File: config.mk
export PLATFORM = sky130hd
export DESIGN_NAME = imd_multiply
export DESIGN_NICKNAME = d
export VERILOG_FILES = /design/src/hdl/imd_pkg.sv /design/src/hdl/imd_multiply.sv
export SDC_FILE = /design/constraint.sdc
export NUM_CORES = 1
export LEC_CHECK = 0
export BUFFER_PORTS_ARGS = -buffer_cell sky130_fd_sc_hd__buf_4
export CAP_MARGIN = 30
export CELL_PAD_IN_SITES_DETAIL_PLACEMENT = 0
export CELL_PAD_IN_SITES_GLOBAL_PLACEMENT = 2
export CORE_ASPECT_RATIO = 1.2
export CORE_MARGIN = 5
export CORE_UTILIZATION = 37
export DETAILED_ROUTE_END_ITERATION = 8
export GPL_ROUTABILITY_DRIVEN = 0
export GPL_TIMING_DRIVEN = 0
export PLACE_DENSITY_LB_ADDON = 0.1
export RECOVER_POWER = 100
export SYNTH_ARGS = -nofsm -noshare
export SYNTH_HDL_FRONTEND = slang
export SYNTH_SLANG_ARGS = --single-unit
File: constraint.sdc
create_clock -name clk -period 7.45 [get_ports clk]
set_input_delay 0.3725 -clock clk [delete_from_list [all_inputs] [get_ports clk]]
set_output_delay 0.3725 -clock clk [all_outputs]
set_load 0.05 [all_outputs]
File: src/hdl/imd_pkg.sv
// Package of constants and types for the integer multiply datapath
package imd_pkg;
  localparam int IMD_WORD_W = 16;
  localparam int IMD_PROD_W = 32;
  localparam int IMD_LIT_W = 5;
  localparam int IMD_REG_IDX_W = 4;
  localparam logic [3:0] IMD_PAIR_HI_REG = 4'h3;
  localparam logic [3:0] IMD_PAIR_LO_REG = 4'h2;
  localparam int IMD_ACC_W = 40;
  // Cycles per instruction; an SFR read adds one
  localparam int IMD_BASE_CYCLES = 1;
  localparam int IMD_SFR_EXTRA_CYCLES = 1;

  // Operation forms
  typedef enum logic [3:0] {
    IMD_OP_PAIR_REG,
    IMD_OP_ACC_REG,
    IMD_OP_ACC_LIT,
    IMD_OP_PAIR_LIT,
    IMD_OP_WORD_LIT,
    IMD_OP_WORD_REG,
    IMD_OP_FILE
  } imd_op_t;

  typedef enum logic {
    IMD_ST_IDLE,
    IMD_ST_SFR_WAIT
  } imd_state_t;
endpackage : imd_pkg

File: src/hdl/imd_multiply.sv
// Integer multiply datapath of the 16-bit core
`timescale 1ns/1ps
`default_nettype none
module imd_multiply
  import imd_pkg::*;
#(
  parameter bit HAS_ACC = 1'b1
) (
  input wire logic clk,
  input wire logic rstn,
  input wire logic opValid,
  input wire imd_op_t opForm,
  input wire logic baseSigned,
  input wire logic sourceSigned,
  input wire logic [IMD_WORD_W-1:0] baseRegister,
  input wire logic [IMD_WORD_W-1:0] sourceRegister,
  input wire logic [IMD_LIT_W-1:0] fiveBitLiteral,
  input wire logic [IMD_WORD_W-1:0] fileWord,
  input wire logic [IMD_WORD_W-1:0] defaultWorkingRegister,
  input wire logic fileIsSfr,
  input wire logic [IMD_REG_IDX_W-1:0] destReg,
  input wire logic accSelect,
  output logic busy,
  output logic illegalOp,
  output logic wrLoEn,
  output logic [IMD_REG_IDX_W-1:0] wrLoIdx,
  output logic [IMD_WORD_W-1:0] wrLoData,
  output logic wrHiEn,
  output logic [IMD_REG_IDX_W-1:0] wrHiIdx,
  output logic [IMD_WORD_W-1:0] wrHiData,
  output logic accWrEn,
  output logic accWrSel,
  output logic [IMD_ACC_W-1:0] accWrData,
  output logic flagsWrEn
);

  // ------------------------------------------------------------
  // Operand shaping
  // ------------------------------------------------------------
  logic useLit;
  logic aSign;
  logic bSign;
  logic [IMD_WORD_W-1:0] opA;
  logic [IMD_WORD_W-1:0] opB;
  logic signed [IMD_WORD_W:0] extA;
  logic signed [IMD_WORD_W:0] extB;
  logic signed [2*IMD_WORD_W+1:0] fullProd;
  logic [IMD_PROD_W-1:0] product;

  always_comb begin
    useLit = (opForm == IMD_OP_ACC_LIT) || (opForm == IMD_OP_PAIR_LIT) ||
             (opForm == IMD_OP_WORD_LIT);
    // Literal is always unsigned; file form is unsigned by unsigned
    aSign = (opForm == IMD_OP_FILE) ? 1'b0 : baseSigned;
    bSign = (useLit || opForm == IMD_OP_FILE) ? 1'b0 : sourceSigned;
    opA = (opForm == IMD_OP_FILE) ? fileWord : baseRegister;
    opB = (opForm == IMD_OP_FILE) ? defaultWorkingRegister :
          useLit ? {{(IMD_WORD_W-IMD_LIT_W){1'b0}}, fiveBitLiteral} : sourceRegister;
    // One extra sign bit makes one signed multiplier serve all four mixes
    extA = $signed({aSign & opA[IMD_WORD_W-1], opA});
    extB = $signed({bSign & opB[IMD_WORD_W-1], opB});
    fullProd = extA * extB;
    product = fullProd[IMD_PROD_W-1:0];
  end

  // ------------------------------------------------------------
  // Decode legality
  // ------------------------------------------------------------
  logic isAcc;
  logic isPair;
  logic isWord;
  logic illegal;

  always_comb begin
    isAcc = (opForm == IMD_OP_ACC_REG) || (opForm == IMD_OP_ACC_LIT);
    isPair = (opForm == IMD_OP_PAIR_REG) || (opForm == IMD_OP_PAIR_LIT);
    isWord = (opForm == IMD_OP_WORD_REG) || (opForm == IMD_OP_WORD_LIT);
    illegal = (isAcc && !HAS_ACC) ||
              (isPair && destReg[0]) ||
              !(isAcc || isPair || isWord || opForm == IMD_OP_FILE);
  end

  // ------------------------------------------------------------
  // Issue control and SFR stall
  // ------------------------------------------------------------
  imd_state_t state_r;
  imd_state_t state_nxt;
  logic fire;

  always_comb begin
    state_nxt = state_r;
    fire = 1'b0;
    case (state_r)
      IMD_ST_IDLE: begin
        if (opValid) begin
          // SFR operand needs a second cycle before the write
          if (opForm == IMD_OP_FILE && fileIsSfr) begin
            state_nxt = IMD_ST_SFR_WAIT;
          end else begin
            fire = 1'b1;
          end
        end
      end
      IMD_ST_SFR_WAIT: begin
        fire = 1'b1;
        state_nxt = IMD_ST_IDLE;
      end
      default: state_nxt = IMD_ST_IDLE;
    endcase
  end

  // Busy is high only in the issue cycle of an SFR file op; caller must hold operands through the next cycle
  assign busy = (state_r == IMD_ST_IDLE) && opValid && (opForm == IMD_OP_FILE) && fileIsSfr;
  assign flagsWrEn = 1'b0;

  // ------------------------------------------------------------
  // Result registers
  // ------------------------------------------------------------
  logic wrLoEn_nxt;
  logic [IMD_REG_IDX_W-1:0] wrLoIdx_nxt;
  logic [IMD_WORD_W-1:0] wrLoData_nxt;
  logic wrHiEn_nxt;
  logic [IMD_REG_IDX_W-1:0] wrHiIdx_nxt;
  logic [IMD_WORD_W-1:0] wrHiData_nxt;
  logic accWrEn_nxt;
  logic accWrSel_nxt;
  logic [IMD_ACC_W-1:0] accWrData_nxt;
  logic illegalOp_nxt;

  always_comb begin
    wrLoEn_nxt = 1'b0;
    wrLoIdx_nxt = destReg;
    wrLoData_nxt = product[IMD_WORD_W-1:0];
    wrHiEn_nxt = 1'b0;
    wrHiIdx_nxt = destReg | 4'h1;
    wrHiData_nxt = product[IMD_PROD_W-1:IMD_WORD_W];
    accWrEn_nxt = 1'b0;
    accWrSel_nxt = accSelect;
    // Accumulator is sign-extended only when any operand was signed
    accWrData_nxt = {{(IMD_ACC_W-IMD_PROD_W){(aSign | bSign) & product[IMD_PROD_W-1]}},
                     product};
    illegalOp_nxt = 1'b0;
    if (fire) begin
      if (illegal) begin
        illegalOp_nxt = 1'b1;
      end else if (isAcc) begin
        accWrEn_nxt = 1'b1;
      end else if (isPair) begin
        wrLoEn_nxt = 1'b1;
        wrHiEn_nxt = 1'b1;
      end else if (isWord) begin
        wrLoEn_nxt = 1'b1;
      end else begin
        wrLoEn_nxt = 1'b1;
        wrLoIdx_nxt = IMD_PAIR_LO_REG;
        wrHiEn_nxt = 1'b1;
        wrHiIdx_nxt = IMD_PAIR_HI_REG;
      end
    end
  end

  always_ff @(posedge clk) begin
    if (!rstn) begin
      state_r <= IMD_ST_IDLE;
      wrLoEn <= 1'b0;
      wrLoIdx <= 4'h0;
      wrLoData <= 16'h0000;
      wrHiEn <= 1'b0;
      wrHiIdx <= 4'h0;
      wrHiData <= 16'h0000;
      accWrEn <= 1'b0;
      accWrSel <= 1'b0;
      accWrData <= 40'h0000000000;
      illegalOp <= 1'b0;
    end else begin
      state_r <= state_nxt;
      wrLoEn <= wrLoEn_nxt;
      wrLoIdx <= wrLoIdx_nxt;
      wrLoData <= wrLoData_nxt;
      wrHiEn <= wrHiEn_nxt;
      wrHiIdx <= wrHiIdx_nxt;
      wrHiData <= wrHiData_nxt;
      accWrEn <= accWrEn_nxt;
      accWrSel <= accWrSel_nxt;
      accWrData <= accWrData_nxt;
      illegalOp <= illegalOp_nxt;
    end
  end
endmodule : imd_multiply
`default_nettype wire

-- Yosys cells after proc, flatten, opt, wreduce, memory -nomap -nowiden
Index checks and enable logic that the tools add are counted.
- register bits after elaboration: 79
- multiply operators: 1
- equality and inequality tests: 6
- mux-type cells: 26
- bitwise logic cells: 7
- reductions and logical operators: 20
- operators with widths (cell ; number):
    2-to-1 mux 16 bit ; 3
    2-to-1 mux 4 bit ; 10
    multiplier 17 x 17 -> 32 bit ; 1
    equality test 4 x 3 -> 1 bit, second input constant ; 3
    2-to-1 mux 1 bit ; 11
    logical OR 1 bit ; 10
    equality test 4 x 2 -> 1 bit, second input constant ; 2
    logical AND 1 bit ; 5
    equality test 4 x 1 -> 1 bit, second input constant ; 1
    logical NOT 4 bit ; 1
    one-hot mux 1 bit (2 select lines) ; 2
    OR reduction 4 bit ; 1
    bitwise AND 1 bit ; 3
    inverter 1 bit ; 3
    OR reduction 3 bit ; 1
    AND reduction 2 bit ; 1
    logical NOT 1 bit ; 1
    bitwise OR 1 bit ; 1

-- Logic depth before layout (Yosys ltp)
- depth after elaboration: 9
- gate-level depth with buffers: 29
- depth with buffers taken out: 26

-- Least setup slack after synthesis
No wires, ideal clock.
- kind: input -> register
- start: input port opForm[0]
- end: register, netlist name accWrData[32]
- library setup time: 121 ps
- arrival: 6608 ps
- required time: 7329 ps
- path slack: 721 ps
- stages: 26
- buffers on the path: 4
- cells stage by stage: buf_2 nor2b_4 and3b_2 buf_2 buf_2 buf_2 nand2_1 nand2_1 nand2_1 fa_1 inv_1 fa_1 inv_1 fa_1 inv_1 fa_1 fa_1 fa_1 ha_1 a21o_1 or3_1 o211a_1 nand2_1 nor3_1 o22ai_1 mux2_2
- longest elaborated chain between the ends: 8
- elaborated cells on any way between the ends: 17
- RTL lines (item ; line ; text):
    from (decl) ; imd_multiply.sv:12 ; input wire imd_op_t opForm,
    equality test 4 x 2 -> 1 bit ; imd_multiply.sv:51 ; useLit = (opForm == IMD_OP_ACC_LIT) || (opForm == IMD_OP_PAIR_LIT) ||
    logical OR 1 bit (2 in series) ; imd_multiply.sv:51 ;
    2-to-1 mux 16 bit or logical OR 1 bit (tied branches) ; imd_multiply.sv:58, imd_multiply.sv:55 ;
    2-to-1 mux 16 bit or 2-to-1 mux 1 bit (tied branches) ; imd_multiply.sv:57, imd_multiply.sv:55 ;
    bitwise AND 1 bit ; imd_multiply.sv:61 ; extB = $signed({bSign & opB[IMD_WORD_W-1], opB});
    multiplier 17 x 17 -> 32 bit ; imd_multiply.sv:62 ; fullProd = extA * extB;
    bitwise AND 1 bit (*) ; imd_multiply.sv:140 ; accWrData_nxt = {{(IMD_ACC_W-IMD_PROD_W){(aSign | bSign) & product[IMD_PROD_W-1]}},
Every way passes the cells marked *; elsewhere a longest branch is shown, timed or not.
A chain may end at the register's enable or synchronous reset.

-- Worst setup path in the final report
- start: input port opForm[1]
- end: register, netlist name accWrData[32]
- longest elaborated chain between the ends: 8
- elaborated cells on any way between the ends: 17
- RTL lines (item ; line):
    equality test 4 x 2 -> 1 bit ; imd_multiply.sv:51
    logical OR 1 bit (2 in series) ; imd_multiply.sv:51
    2-to-1 mux 16 bit or logical OR 1 bit (tied branches) ; imd_multiply.sv:58, imd_multiply.sv:55
    2-to-1 mux 16 bit or 2-to-1 mux 1 bit (tied branches) ; imd_multiply.sv:57, imd_multiply.sv:55
    bitwise AND 1 bit ; imd_multiply.sv:61
    multiplier 17 x 17 -> 32 bit ; imd_multiply.sv:62
    bitwise AND 1 bit (*) ; imd_multiply.sv:140
Marked as above.

==> summary.md <==
| Metric | Value |
|---|---|
| Top post-synthesis cells by count | inv_1 (305), fa_1 (282), nand2_1 (235), nor2_1 (164), ha_1 (82) |
| Skew final | 4.600 ps |
| Worst setup EP type | register |
| Area Overhead vs Synth | 16.12% |
| Setup Crit Path Kind | in2reg |
| Layout cells sized above 1 | 0.1383 |
| Async SR Flop Fraction | 0 |
| Most used DFF post-synth | dfxtp_1 |
| GRT Total Usage | 0.2383 |
| HPWL Detailed | 37960 um |
| CTS tree | done |
| Via count | 10170 |
| Post-synthesis sequential area ratio | 0.07044 |
| I/O pin total | 171 |
| Final min period | 7216 ps |
| Cell taking the most area after synthesis | fa_1 |
| Setup TNS | 0 ps |
| Tcrit/Tclk final | 0.9686 |
| Post-synthesis compound-gate area fraction | 0.06283 |
| Worst-Skew Late Latency | 290 ps |
| Die width | 177.8 um |
| Outcome | finished clean |
| Placed cell count | 2071 |
| Synth top area cells | fa_1 (45%), inv_1 (9.2%), ha_1 (8.2%) |
| DR WL/cell | 20.96 um |
| Die area | 37590 um2 |
| Mapped cell area | 12510 um2 |
| Die Ht | 211.4 um |
| Final WS setup | 234.0 ps |
| Worst path required time | 7630 ps |
| Initial DRC count | 569 |
| First-pass GRT wire length | 66450 um |
| CP max stage cell | fa_1 |
| Largest family of logic cells by synthesized area | adder cells |
| Initial antenna violation count | 1 |
| Grt ovf | 0 |
| CTS Buf Count | 5 |
| Clock slew at reported path FFs | 70 ps |
| Crit path max fanout | 10 |
| Adder-cell share of the synthesized area | 0.5335 |
| Hold Path Class | in2reg |
| Worst path bufs/invs | 9 |
| Non-Filler Instances | 2085 |
| Synth top area share | 0.4514 |
| Unique cell type count in the Yosys netlist | 61 |
| Critical Path Max Stage Delay | 530 ps |
| XOR/XNOR Fraction of Synth Area | 0.01951 |
| Vias in the first global route | 10950 |
| EDFF count, synth | 0 |
| Initial Utilization | 0.3761 |
| CP arrival | 7390 ps |
| DR DRC count | 0 |
| Syn_nets | 1892 |
| Clk root buf | clkbuf_16 |
| Cell mode on critical path | fa_1 |
| Filler Cells Inserted | 3592 |
| Drt first pass iters | 5 |
| Worst Setup Start Kind | primary input |
| Crit path max-delay family | adder cells |
| Port bufs | 167 |
| Largest net degree at the start of global routing | 16 |
| Max Freq | 0.1386 GHz |
| Antenna-violating nets left | 0 |
| CTS Buffer Depth | 2 |
| Most frequent cell after synthesis | inv_1 |
| Core ar. | 33250 um2 |
| Syn avg cell area | 8.660 um2 |
| Seq cells post-synth | 44 |
| Final #Nets | 2081 |
| Finish-stage setup viols | 0 |
| Syn Inst Count | 1444 |
| Worst slew pin tran | 901.0 ps |
| Placement row count | 73 |
| Setup WS pre-CTS | -1096 ps |
| Final Cell Area | 14520 um2 |
| Max-slew violations | 0 |
| Final Hold Viols | 0 |
| Mux contribution to synthesized area | 0.02201 |
| Drt total wl | 43700 um |
| Clk sinks | 44 |
| Simple-gate area share of the yosys netlist | 0.1592 |
| H-tree depth | 2 |
| Slew headroom | 0.3822 |
| MaxCap Viol Count | 0 |
| Yosys warnings | 0 |
| Via density | 4.876 |
| Placed Instance Area | 14400 um2 |
[routing by layer]
layer | global-route usage | vias up | wire length [um]
li1 | - | 4662 | -
met1 | 0.2893 | 5200 | 16890
met2 | 0.4372 | 244 | 23050
met5 | 0 | - | 0
met3 | 0.03197 | 61 | 2039
met4 | 0.07364 | 0 | 1721
[cell families after synthesis]
kind of cell | Yosys count
other | 1
AO/OA/AOI/OAI | 118
buffers and inverters | 387
adder cells (fa/ha/maj) | 364
flip-flops | 44
XOR/XNOR | 27
multiplexers | 27
AND/OR/NAND/NOR | 476
[worst register-to-register path, cell delays in order, from the launching register on]
cell and delay, ps:
dfxtp_1 360, o21ai_0 130, or2_2 310, a21oi_1 170
o31a_1 160
[through the flow]
stage | hold WS [ps] | util
after detailed placement | 520.8 | 0.4331
after global routing | 279.1 | 0.4368
after floorplan | 400.2 | -
final | 287.1 | 0.4368
after global placement | 523.6 | 0.4308
after CTS | 220.5 | 0.4410
[cells in the final DEF (no fill, tap or decap), types with 18 or more instances in the layout]
cell type    n
a21oi_1     19
buf_4      143
clkbuf_1    93
dfxtp_1     44
fa_1       280
ha_1        80
inv_1      305
mux2i_1     18
nand2_1    227
nor2_1     164
o21a_1      22
[what timing repair did]
item | 4_1_cts | 5_1_grt
endpoints found under the setup margin | 13 | 15
resized for setup | 31 | 47
buffers inserted | 0 | 5
hold buffers | 0 | 0
pin swaps | 0 | 6
[final timing paths]
path / startpoint / endpoint / slack [ps] / depth (start not counted)
worst min-delay path: destReg[1] / wrLoIdx[1] / 290 / 2
worst max-delay path: opForm[1] / accWrData[32] / 230 / 28
worst min register to register: state_r / state_r / 610 / 2
worst max register to register: state_r / wrHiEn / 6260 / 4
[layout make-up]
cell class                      count  area (um2)  share of cell area
Multi-Input combinational cell   1013       10130              0.6976
Antenna cell                        1       2.502           0.0001723
Tap cell                          450       563.0             0.03877
Clock buffer                        5       125.1            0.008616
Timing Repair Buffer              182        1054             0.07255
Inverter                          306        1149             0.07910
Sequential cell                    44       880.8             0.06066
Clock inverter                      3       47.55            0.003274
Buffer                             81       570.5             0.03929
[flip-flops by register name, indices dropped and copies added, names as in the netlist]
signal,cells
wrLoEn,1
wrHiData,15
illegalOp,1
wrLoIdx,4
wrHiEn,1
wrLoData,15
accWrEn,1
state_r,1
accWrSel,1
accWrData,3
wrHiIdx,1
Power is left out: the tool's default activity adds up to more than one toggle a clock period on the data nets, which glitch-free logic cannot reach.
